==> src/ptc_pkg.sv <==
/*
 * Package for the protection and trim configuration register bank.
 * Holds register offsets, field positions, reset values and codes.
 * Assumes an 8-bit register port decoded by an upstream serial slave.
 */
`default_nettype none

package ptc_pkg;

    // Register offsets.
    localparam logic [7:0] ZC_CONFIG_ADDR = 8'h4c;
    localparam logic [7:0] ZC_TRIM_ADDR = 8'h4d;
    localparam logic [7:0] GATE_ADDR = 8'h4e;
    localparam logic [7:0] OV_ADDR = 8'h4f;
    localparam logic [7:0] UV_ADDR = 8'h50;
    localparam logic [7:0] THERM_ADDR = 8'h51;
    localparam logic [7:0] CLEAR_ADDR = 8'h52;
    localparam logic [7:0] AUX_ADDR = 8'h53;

    // Writable bit masks; all other bits are reserved.
    localparam logic [7:0] ZC_CONFIG_MASK = 8'h07;
    localparam logic [7:0] ZC_TRIM_MASK = 8'h3f;
    localparam logic [7:0] GATE_MASK = 8'h3f;
    localparam logic [7:0] OV_MASK = 8'h07;
    localparam logic [7:0] UV_MASK = 8'h07;
    localparam logic [7:0] THERM_MASK = 8'hff;
    localparam logic [7:0] CLEAR_MASK = 8'h01;
    localparam logic [7:0] AUX_MASK = 8'h0e;

    // Reset values.
    localparam logic [7:0] ZC_CONFIG_RESET = 8'h00;
    localparam logic [7:0] ZC_TRIM_RESET = 8'h00;
    localparam logic [7:0] GATE_RESET = 8'h00;
    localparam logic [7:0] OV_RESET = 8'h00;
    localparam logic [7:0] UV_RESET = 8'h00;
    localparam logic [7:0] THERM_RESET = 8'hff;
    localparam logic [7:0] CLEAR_RESET = 8'h00;
    localparam logic [7:0] AUX_RESET = 8'h00;

    // Field positions.
    localparam int ZC_MID_LEVEL_BIT = 2;
    localparam int ZC_RESET_BIT = 1;
    localparam int ZC_DISABLE_BIT = 0;
    localparam int GATE_ENABLE_BIT = 0;
    localparam int GATE_CODE_LSB = 1;
    localparam int CLEAR_BIT = 0;
    localparam int AUX_TIMER_BIT = 3;
    localparam int AUX_SOURCE_BIT = 2;
    localparam int AUX_TRIGGER_BIT = 1;

    // Special trip codes.
    localparam logic [2:0] OV_CLAMP_CODE = 3'h4;
    localparam logic [2:0] UV_OFF_CODE = 3'h4;

    typedef struct packed {
        logic write;
        logic [7:0] addr;
        logic [7:0] data;
    } ptc_req_type;

    typedef struct packed {
        logic mid_level_drive;
        logic threshold_reset;
        logic detect_enable;
        logic [5:0] trim_code;
    } ptc_zc_type;

    typedef struct packed {
        logic overvoltage_clamp;
        logic [2:0] overvoltage_trip_code;
        logic undervoltage_protection;
        logic [2:0] undervoltage_trip_code;
        logic [7:0] thermal_threshold;
        logic thermal_warning;
    } ptc_prot_type;

    typedef struct packed {
        logic [7:0] zc_config;
        logic [7:0] zc_trim;
        logic [7:0] gate;
        logic [7:0] ov;
        logic [7:0] uv;
        logic [7:0] therm;
        logic [7:0] clear;
        logic [7:0] aux;
        logic [7:0] rdata;
        logic status_clear;
        logic limit_suppress;
        logic thermal_warning;
        logic detect_enable;
        logic overvoltage_clamp;
        logic undervoltage_protection;
    } ptc_state_type;

endpackage

`default_nettype wire

==> src/ptc_regs.sv <==
/*
 * Protection and trim configuration register bank, offsets 0x4c to 0x53.
 * Assumes an upstream serial slave presents one-cycle write and read
 * strobes with an 8-bit offset, and that comparator results are
 * synchronous to clk.
 */
// Function
// - Zero-cross config bit 2 selects two-level or mid-level switch drive.
// - Zero-cross config bit 1 controls threshold reset, default 0.
// - Zero-cross config bit 0 set disables zero-cross detection.
// - Trim bits 5:0 give a signed threshold offset, 0.6 mV per step.
// - Gate bits 5:1 hold minimum output threshold, 35 mV steps from 0.215 V.
// - Per-phase limiting is suppressed while output is below the minimum.
// - Gate bit 0 set activates the gating, cleared leaves it inactive.
// - Overvoltage bits 2:0 offset the 600 mV trip level by 50 mV steps.
// - Overvoltage code 100 clamps the trip level to 2.0 V absolute.
// - Undervoltage bits 2:0 offset the -500 mV trip level by 50 mV steps.
// - Thermal register holds 8-bit warning threshold, reset 0xff.
// - A rising write of clear bit 0 resets the overcurrent status.
// - The clear register stays writable while the write lock is set.
// - Auxiliary bit 3 enables the ultrasonic timer.
// - Auxiliary bit 2 selects fuse or serial-bus configuration settings.
// - Auxiliary bit 1 selects the current-limit trigger criterion.
// - The host changes registers at run time; new values apply at once.
`default_nettype none

module ptc_regs
    import ptc_pkg::*;
(
    // Clock and reset.
    input wire logic clk,
    input wire logic reset,
    // Register port from the serial slave.
    input wire ptc_req_type req,
    input wire logic read,
    input wire logic write_lock,
    output logic [7:0] rdata,
    // Analog comparator results and monitor reading.
    input wire logic output_below_min,
    input wire logic [7:0] thermal_monitor,
    // Configuration outputs.
    output ptc_zc_type zero_cross_detect,
    output logic [4:0] min_output_limit_gate,
    output logic min_output_gate_enable,
    output logic limit_suppress,
    output ptc_prot_type protection,
    output logic status_clear,
    output logic ultrasonic_timer_enable,
    output logic bus_settings_select,
    output logic limit_trigger_select
);

    ptc_state_type state;
    ptc_state_type next_state;
    logic wr;

    // The lock bars ordinary registers but never the clear register.
    assign wr = req.write && !write_lock;

    always_comb begin
        next_state = state;
        next_state.status_clear = 1'b0;
        if (wr && req.addr == ZC_CONFIG_ADDR) begin
            next_state.zc_config = req.data & ZC_CONFIG_MASK;
        end else if (wr && req.addr == ZC_TRIM_ADDR) begin
            next_state.zc_trim = req.data & ZC_TRIM_MASK;
        end else if (wr && req.addr == GATE_ADDR) begin
            next_state.gate = req.data & GATE_MASK;
        end else if (wr && req.addr == OV_ADDR) begin
            next_state.ov = req.data & OV_MASK;
        end else if (wr && req.addr == UV_ADDR) begin
            next_state.uv = req.data & UV_MASK;
        end else if (wr && req.addr == THERM_ADDR) begin
            next_state.therm = req.data & THERM_MASK;
        end else if (req.write && req.addr == CLEAR_ADDR) begin
            next_state.clear = req.data & CLEAR_MASK;
            next_state.status_clear = req.data[CLEAR_BIT] && !state.clear[CLEAR_BIT];
        end else if (wr && req.addr == AUX_ADDR) begin
            next_state.aux = req.data & AUX_MASK;
        end
        // Decoded flags are registered so that every output leaves a flip-flop.
        next_state.detect_enable = !next_state.zc_config[ZC_DISABLE_BIT];
        next_state.overvoltage_clamp = next_state.ov[2:0] == OV_CLAMP_CODE;
        next_state.undervoltage_protection = next_state.uv[2:0] != UV_OFF_CODE;
        next_state.rdata = 8'h00;
        if (read && req.addr == ZC_CONFIG_ADDR) begin
            next_state.rdata = state.zc_config;
        end else if (read && req.addr == ZC_TRIM_ADDR) begin
            next_state.rdata = state.zc_trim;
        end else if (read && req.addr == GATE_ADDR) begin
            next_state.rdata = state.gate;
        end else if (read && req.addr == OV_ADDR) begin
            next_state.rdata = state.ov;
        end else if (read && req.addr == UV_ADDR) begin
            next_state.rdata = state.uv;
        end else if (read && req.addr == THERM_ADDR) begin
            next_state.rdata = state.therm;
        end else if (read && req.addr == CLEAR_ADDR) begin
            next_state.rdata = state.clear;
        end else if (read && req.addr == AUX_ADDR) begin
            next_state.rdata = state.aux;
        end
        // Gating only acts when enabled, so a cleared enable never masks a limit.
        next_state.limit_suppress = state.gate[GATE_ENABLE_BIT] && output_below_min;
        next_state.thermal_warning = thermal_monitor >= state.therm;
    end

    always_ff @(posedge clk) begin
        if (reset) begin
            state.zc_config <= ZC_CONFIG_RESET;
            state.zc_trim <= ZC_TRIM_RESET;
            state.gate <= GATE_RESET;
            state.ov <= OV_RESET;
            state.uv <= UV_RESET;
            state.therm <= THERM_RESET;
            state.clear <= CLEAR_RESET;
            state.aux <= AUX_RESET;
            state.rdata <= 8'h00;
            state.status_clear <= 1'b0;
            state.limit_suppress <= 1'b0;
            state.thermal_warning <= 1'b0;
            state.detect_enable <= !ZC_CONFIG_RESET[ZC_DISABLE_BIT];
            state.overvoltage_clamp <= OV_RESET[2:0] == OV_CLAMP_CODE;
            state.undervoltage_protection <= UV_RESET[2:0] != UV_OFF_CODE;
        end else begin
            state <= next_state;
        end
    end

    // Outputs are straight register bits or fixed slices of them.
    assign rdata = state.rdata;
    assign zero_cross_detect.mid_level_drive = state.zc_config[ZC_MID_LEVEL_BIT];
    assign zero_cross_detect.threshold_reset = state.zc_config[ZC_RESET_BIT];
    assign zero_cross_detect.detect_enable = state.detect_enable;
    assign zero_cross_detect.trim_code = state.zc_trim[5:0];
    assign min_output_limit_gate = state.gate[GATE_CODE_LSB +: 5];
    assign min_output_gate_enable = state.gate[GATE_ENABLE_BIT];
    assign limit_suppress = state.limit_suppress;
    assign protection.overvoltage_clamp = state.overvoltage_clamp;
    assign protection.overvoltage_trip_code = state.ov[2:0];
    assign protection.undervoltage_protection = state.undervoltage_protection;
    assign protection.undervoltage_trip_code = state.uv[2:0];
    assign protection.thermal_threshold = state.therm;
    assign protection.thermal_warning = state.thermal_warning;
    assign status_clear = state.status_clear;
    assign ultrasonic_timer_enable = state.aux[AUX_TIMER_BIT];
    assign bus_settings_select = state.aux[AUX_SOURCE_BIT];
    assign limit_trigger_select = state.aux[AUX_TRIGGER_BIT];

endmodule

`default_nettype wire

==> config.mk <==
export PLATFORM = sky130hd
export DESIGN_NAME = ptc_regs
export DESIGN_NICKNAME = d
export VERILOG_FILES = /design/src/ptc_pkg.sv /design/src/ptc_regs.sv
export SDC_FILE = /design/constraint.sdc
export NUM_CORES = 1
export LEC_CHECK = 0
export BUFFER_PORTS_ARGS = -buffer_cell sky130_fd_sc_hd__buf_2
export CAP_MARGIN = 20
export CORE_MARGIN = 5
export CORE_UTILIZATION = 40
export DETAILED_ROUTE_END_ITERATION = 12
export GPL_TIMING_DRIVEN = 1
export PLACE_DENSITY = 0.64
export SLEW_MARGIN = 20
export SYNTH_ARGS = -nofsm -noshare
export SYNTH_HDL_FRONTEND = slang
export SYNTH_SLANG_ARGS = --single-unit
==> constraint.sdc <==
create_clock -name clk -period 1.69 [get_ports clk]
set_clock_uncertainty 0.05 [all_clocks]
set_input_delay 0.169 -clock clk [delete_from_list [all_inputs] [get_ports clk]]
set_output_delay 0.169 -clock clk [all_outputs]
set_load 0.005 [all_outputs]
# --- Word level (Yosys, flattened, before mapping) ---
# Index checks and enable logic that the tools add are counted.
word_totals:
  reg_bits: 47
  inputBits: 30
  output_inout_bits: 45
  wordCells: 87
classes:
  magnitude_cmp: 1
  eq_ne: 10
  n_mux: 21
  n_bitwise: 7
  n_reduce_logical: 30
op_table:
  columns: ["cell", "count"]
  rows:
  - ["$mux 35", 3]
  - ["$eq 8x7->1 const B", 8]
  - ["$mux 27", 1]
  - ["$mux 24", 1]
  - ["$mux 6", 4]
  - ["$logic_and 1x1->1", 19]
  - ["$mux 4", 4]
  - ["$mux 8", 2]
  - ["$mux 3", 3]
  - ["$mux 9", 1]
  - ["$ge 8x8->1", 1]
  - ["$reduce_and 8->1", 1]
  - ["$reduce_or 8->1", 1]
  - ["$not 1->1", 7]
  - ["$reduce_and 7->1", 1]
  - ["$reduce_and 6->1", 1]
  - ["$reduce_or 6->1", 1]
  - ["$eq 3x3->1 const B", 1]
  - ["$logic_not 1->1", 3]
  - ["$ne 3x3->1 const B", 1]
  - ["$reduce_and 3->1", 1]
  - ["$mux 1", 2]
  - ["$reduce_and 2->1", 1]
  - ["$reduce_or 2->1", 1]

# --- Longest topological paths before layout ---
# Gate-level depths: netlist of the first run.
logic_depth:
  depth_word: 12
  depth_mapped: 7
  depth_no_buf: 7

# --- Worst setup path after synthesis of the first run ---
# Ideal clock, no wire load.
synth_path:
  path_kind: "input to register"
  startpoint: "input req[13] (netlist bit)"
  endpoint: "register state, in the netlist protection[11]"
  setup_time_ps: 128
  t_arrival_ps: 1446
  t_required_ps: 1512
  path_slack_ps: 67
  path_stages: 6
  n_path_buf: 1
  path_cell_list: "or3b_4 -> nor4b_4 -> buf_4 -> nand3_1 -> mux2i_1 -> nor2_1"
synth_between:
  elab_chain_len: 7
  elab_cells_between_ends: 15
  classes_between: "5 x eq/ne; 5 x mux; 5 x reduce/logical"
synth_rtl:
  columns: ["item", "line", "rtl"]
  rows:
  - ["from (decl)", "ptc_regs.sv:34", "input wire ptc_req_type req,"]
  - ["$eq 8x7->1", "ptc_regs.sv:71", "end else if (wr && req.addr == UV_ADDR) begin"]
  - ["$logic_and 1x1->1", "ptc_regs.sv:71", null]
  - ["$mux 3", "ptc_regs.sv:71", null]
  - ["$mux 27", "ptc_regs.sv:69", "end else if (wr && req.addr == OV_ADDR) begin"]
  - ["$mux 35", "ptc_regs.sv:67", "end else if (wr && req.addr == GATE_ADDR) begin"]
  - ["$mux 35", "ptc_regs.sv:65", "end else if (wr && req.addr == ZC_TRIM_ADDR) begin"]
  - ["$mux 35 *", "ptc_regs.sv:63", "if (wr && req.addr == ZC_CONFIG_ADDR) begin"]
  - ["to (signal assigned)", "ptc_regs.sv:126", "state <= next_state;"]
  - ["to (decl)", "ptc_regs.sv:53", "ptc_state_type state;"]
# Mark *: on every way between the ends. The rest lies on a longest branch, timed or not.
# A chain may end at the register's enable or synchronous reset.

# --- Worst setup path in the final report of the first run ---
layout_path:
  startpoint: "input req[13] (netlist bit)"
  endpoint: "register, netlist name rdata[2]"
layout_between:
  elab_chain_len: 10
  elab_cells_between_ends: 24
  classes_between: "8 x eq/ne; 8 x mux; 8 x reduce/logical"
layout_rtl:
  columns: ["item", "line", "rtl"]
  rows:
  - ["$eq 8x7->1", "ptc_regs.sv:100", "end else if (read && req.addr == AUX_ADDR) begin"]
  - ["$logic_and 1x1->1", "ptc_regs.sv:100", null]
  - ["$mux 4", "ptc_regs.sv:100", null]
  - ["$mux 4", "ptc_regs.sv:98", "end else if (read && req.addr == CLEAR_ADDR) begin"]
  - ["$mux 8", "ptc_regs.sv:96", "end else if (read && req.addr == THERM_ADDR) begin"]
  - ["$mux 6", "ptc_regs.sv:94", "end else if (read && req.addr == UV_ADDR) begin"]
  - ["$mux 6", "ptc_regs.sv:92", "end else if (read && req.addr == OV_ADDR) begin"]
  - ["$mux 6", "ptc_regs.sv:90", "end else if (read && req.addr == GATE_ADDR) begin"]
  - ["$mux 6", "ptc_regs.sv:88", "end else if (read && req.addr == ZC_TRIM_ADDR) begin"]
  - ["$mux 3 *", "ptc_regs.sv:86", "if (read && req.addr == ZC_CONFIG_ADDR) begin"]
# Marks and branches as above.

==> impl_metrics.yaml, run 1 <==
power_and_ir_drop:
  vdd_drop_max_mv: 0.522
  p_clk_share_pct: 32.8
  p_seq_share_pct: 58.8
  swShare_pct: 23.1
  combPwrFrac_pct: 8.4
  p_sw_w: 0.000434
  internal_power_w: 0.00145
  cellLeakagePower_nw: 1.42
  power_density_nw_per_um2: 658
grt:
  overflow: 0
  grt_pass1_vias: 1958
  antenna_found_initial: 0
  grt_first_pass_wirelength_um: 9720
  globalRouteTotalUtil_pct: 15.7
  grt_max_degree: 23
setup_path:
  setup.worst_path.start_class: "primary input"
  end_kind: "register"
  crit_type: "in -> reg"
  worst-path-max-fanout: 3
  reg2reg_slack_ns: 0.27
  regToRegEndpoint: "protection[0]"
  crit_path_start: "req[13]"
  required_ns: 1.82
  crit_end: "rdata[2]"
  reg2regPathDepth: 6
  arrival_ns: 1.68
  regToRegStartpoint: "protection[2]"
placement:
  port_buffers: 74
  dp.cells: 405
  dp_hpwl_um: 4770
  gp_congestion: 0.863
  dpl_cell_area_um2: 2790
synthesis:
  syn_area_um2: 2530
  seq_area_frac_synth_pct: 37.2
  synth-seq-cells: 47
  ys.flop_type: "dfxtp_1"
  synth_edf_count: 0
  synth_nets: 326
  synth-async-reset-ratio_pct: 0
  syn_inst: 288
  ys_warn_count: 0
  ys_types: 38
  synth_area_per_cell_um2: 8.79
cts:
  postCtsHoldBufs: 0
  cts-htree-levels: 2
  clkLatencyLatePin_ns: 0.29
  ctsResizeCount: 0
  clk_pin_slew_ns: 0.08
  postCtsSetupBuffers: 0
  cts_made_buffers: 5
  clock-sinks: 47
  root_buffer: "clkbuf_8"
  cts_tree: "built"
  cts_max_path_buffers: 2
layout:
  syn_to_final_growth_pct: 13.1
  mostFrequentLayoutCells: "buf_2, dfxtp_1, nor2_1"
  fin_area_um2: 2860
  layoutNonFillerInstCount: 411
  final_nets: 373
  insertedDiodeCount: 0
  final_common_cell: "buf_2"
  drive_gt1_share_pct: 32.3
timing:
  drv_slew: 0
  worstMarginPinSlew_ns: 0.529
  fmax_mhz: 644
  whs_ns: 0.0401
  fin_crit_sh_pct: 91.8
  final-setup-viol-count: 0
  min_period_ns: 1.55
  finalSetupTns_ns: 0
  maxSlewHeadroom_pct: 64.7
  hold_viol_final: 0
  rsz0062_at_grt: "false"
route:
  firstDrtPassIters: 5
  drt_iter0_markers: 119
  drt-total-wl_um: 6190
  drtAntennaViolNets: 0
  wl_per_cell_um: 15.1
  drcViolationCount: 0
  dr_total_vias: 2058
  drt-vias-per-instance: 5.01
min_path:
  hold_depth: 3
  hold_path.class: "in -> reg"
  min_from: "output_below_min"
die:
  ios: 75
  dieHeight_um: 89.6
  start_util_pct: 40.6
  die-width_um: 89.6
  core_um2: 6240
  die_area_um2: 8020
  rows: 29
outcome:
  status: "completed"
job:
  maxCapViolCount: 0
-- stage by stage --
| step | utilization, % | total power, W | setup slack [ns] |
|---|---|---|---|
| 2_1_floorplan | - | 0.00121 | 0.0665 |
| 3_3_place_gp | 44.7 | 0.00129 | -0.140 |
| 3_5_place_dp | 44.7 | 0.00129 | -0.145 |
| 4_1_cts | 45.9 | 0.00190 | 0.152 |
| 5_1_grt | 45.9 | 0.00197 | 0.0182 |
| 6_report | 45.9 | 0.00188 | 0.138 |
-- per-layer routing --
metal | GRT usage, % | routed length (um)
met1 | 20.7 | 2780
met2 | 25.2 | 2880
met3 | 3.59 | 406
met4 | 5.14 | 116
met5 | 0 | 0
-- cell type report --
type                    count  area, um2
repair buffers             97        543
multi-input cells         174       1170
fillers                   644       3380
clock buffers               6       72.6
inverters                  10       37.5
well taps                  77       96.3
flip-flops and latches     47        941
-- how the worst min path moves through the flow --
stage	end	slack [ns]
floorplan	protection[3]	0.24
CTS	limit_suppress	0.04
global route	limit_suppress	0.04
detailed placement	limit_suppress	0.34
global placement	limit_suppress	0.34
finish	limit_suppress	0.04
-- power groups by stage --
stage                     clock (W)  combinational (W)  sequential, W
after floorplan                   0          0.0000749        0.00113
after global placement            0           0.000156        0.00113
after detailed placement          0           0.000157        0.00113
after CTS                  0.000634           0.000158        0.00111
after global routing       0.000692           0.000172        0.00111
final                      0.000618           0.000159        0.00111
-- worst max-delay path, cell delays in order --
cell     delay, ns
buf_2         0.10
or3b_4        0.43
buf_4         0.16
or4_1         0.50
a21oi_1       0.13
or3_1         0.12
a31oi_1       0.08
-- kinds of logic (layout without fill, tap and decap cells) --
family / count (synthesis) / count (layout) / synth area share, %
AOI/OAI and AO/OA: 31 / 31 / 8.60
muxes: 31 / 31 / 12.4
DFF: 47 / 47 / 37.2
and+or+nand+nor: 104 / 104 / 21.5
buffers and inverters: 67 / 113 / 16.5
adders and majority gates: 8 / 8 / 3.95
-- sequential cells by signal, indices dropped and copies added, names as in the netlist --
register                 flops
protection                  17
zero_cross_detect            9
rdata                        8
min_output_limit_gate        5
state                        2
bus_settings_select          1
limit_suppress               1
limit_trigger_select         1
min_output_gate_enable       1
status_clear                 1
ultrasonic_timer_enable      1
-- Yosys cell counts (all sizes together), types with 4 or more instances --
| master | number | area, um2 |
|---|---|---|
| buf | 45 | 333 |
| nand4 | 4 | 25.0 |
| nand3 | 5 | 25.0 |
| nand2 | 29 | 109 |
| a21o | 4 | 30.0 |
| dfxtp | 47 | 941 |
| o21ai | 7 | 35.0 |
| nor2b | 5 | 31.3 |
| clkbuf | 12 | 46.3 |
| and3 | 6 | 37.5 |
| nand3b | 8 | 60.1 |
| a21oi | 4 | 20.0 |
| mux2i | 29 | 290 |
| inv | 10 | 37.5 |
| nor2 | 32 | 120 |
| ha | 8 | 100 |
No activity file was read; power rests on OpenSTA's default activity.
==> run 2: changes to the inputs <==
Settings changed: CORE_UTILIZATION 40 to 47, PLACE_DENSITY 0.64 to 0.74.
==> run 2 against run 1 <==
Global-route usage is 1.4 points higher. Final area is 0.66% higher. Worst hold slack worse by 0.013 ns. Core utilization is 9.8 points higher. Critical path type unchanged. Largest cell class unchanged. Largest power group unchanged.
==> impl_metrics.yaml, run 2 (same netlist as run 1, synthesis figures left out) <==
cts:
  cts_max_path_buffers: 2
  clk_pin_slew_ns: 0.08
  cts_made_buffers: 5
  postCtsHoldBufs: 0
  root_buffer: "clkbuf_8"
  cts_tree: "built"
  postCtsSetupBuffers: 0
  ctsResizeCount: 0
  clkLatencyLatePin_ns: 0.30
  clock-sinks: 47
  cts-htree-levels: 2
die:
  die_area_um2: 6950
  dieHeight_um: 83.4
  rows: 26
  ios: 75
  core_um2: 5170
  die-width_um: 83.4
  start_util_pct: 48.9
placement:
  port_buffers: 74
  gp_congestion: 0.848
  place_ws_ns: -0.151
  dp_hpwl_um: 4510
timing:
  setup_ws_ns: 0.157
  hold_viol_final: 0
  fin_crit_sh_pct: 90.7
  fmax_mhz: 652
  rsz0062_at_grt: "false"
  drv_slew: 0
  min_period_ns: 1.53
  final-setup-viol-count: 0
  maxSlewHeadroom_pct: 67.7
  worstMarginPinSlew_ns: 0.485
layout:
  final_common_cell: "buf_2"
  utilization_pct: 55.7
  largest_register_ffs: 17
  final_nets: 371
  insertedDiodeCount: 0
  drive_gt1_share_pct: 32.1
  mostFrequentLayoutCells: "buf_2, dfxtp_1, nor2_1"
  syn_to_final_growth_pct: 13.9
power_and_ir_drop:
  vdd_drop_max_mv: 0.464
  cellLeakagePower_nw: 1.43
  power_density_nw_per_um2: 713
  total_power_w: 0.00206
setup_path:
  setup.worst_path.start_class: "primary input"
  critPathSlowestCell: "or3b_4"
  arrival_ns: 1.67
  cp_num_buf_inv: 1
  worst-path-max-fanout: 8
  crit_type: "in -> reg"
  cpLargestDelayFamily: "simple AND/OR/NAND/NOR gates"
  max_stage_delay_ns: 0.43
  worstPathCellList: "buf_2 -> or3b_4 -> nor3_4 -> and3_1 -> mux2i_1 -> or2_1"
  end_kind: "register"
  required_ns: 1.83
route:
  drcViolationCount: 0
  drt-vias-per-instance: 5.06
  wl_per_cell_um: 14.4
  drt_iter0_markers: 156
  dr_total_vias: 2039
  drtAntennaViolNets: 0
  firstDrtPassIters: 4
  drt-total-wl_um: 5800
grt:
  grt_pass1_vias: 2018
  globalRouteTotalUtil_pct: 17.0
  antenna_found_initial: 0
  grt_first_pass_wirelength_um: 9800
  overflow: 0
  grt_max_degree: 28
min_path:
  hold_path.class: "in -> reg"
outcome:
  status: "completed"
job:
  maxCapViolCount: 0
## run 2: worst paths after layout
kind / startpoint / to / slack [ns] / cells after the start
setup / recovery: req[13] / zero_cross_detect[6] / 0.16 / 6
hold / removal: req[6] / protection[7] / 0.03 / 3
setup reg to reg: protection[2] / protection[0] / 0.21 / 6
hold reg to reg: state[22] / status_clear / 0.43 / 1
## run 2: cell type report
| cell class | instances | area, um2 |
|---|---|---|
| clock inverters | 1 | 30.0 |
| inverters | 10 | 37.5 |
| repair buffers | 95 | 541 |
| well taps | 70 | 87.6 |
| flip-flops and latches | 47 | 941 |
| multi-input cells | 174 | 1170 |
| clock buffers | 6 | 72.6 |
| fillers | 486 | 2290 |
## run 2: worst reg2reg max path, stage by stage, from the launching register on
cell and delay [ns]:
dfxtp_1 0.37, inv_1 0.09, ha_1 0.27, a21boi_0 0.16, o21ai_0 0.10, a21o_1 0.16, a211oi_1 0.20
## run 2: stage by stage
| stage | instances | cell area (um2) | setup TNS (ns) | hold WS, ns |
|---|---|---|---|---|
| 3_5_place_dp | 396 | 2780 | -4.40 | 0.340 |
| 3_3_place_gp | 396 | 2780 | -3.67 | 0.331 |
| 5_1_grt | 403 | 2880 | 0 | 0.0190 |
| 4_1_cts | 403 | 2880 | 0 | 0.0267 |
| 2_1_floorplan | 288 | 2530 | 0 | 0.240 |
| 6_report | 403 | 2880 | 0 | 0.0272 |
## run 2: where the power goes
group	switching, W	internal [W]	leakage, nW
combinational	0.0000908	0.0000676	1.00
sequential	0.000000712	0.00111	0.379
clock	0.000356	0.000434	0.0513
## run 2: per-layer routing
layer	routed length, um	vias up	GRT usage [%]
met5	0	-	0
li1	-	1024	-
met2	2620	60	27.0
met4	110	0	6.39
met1	2660	944	21.7
met3	408	11	5.15
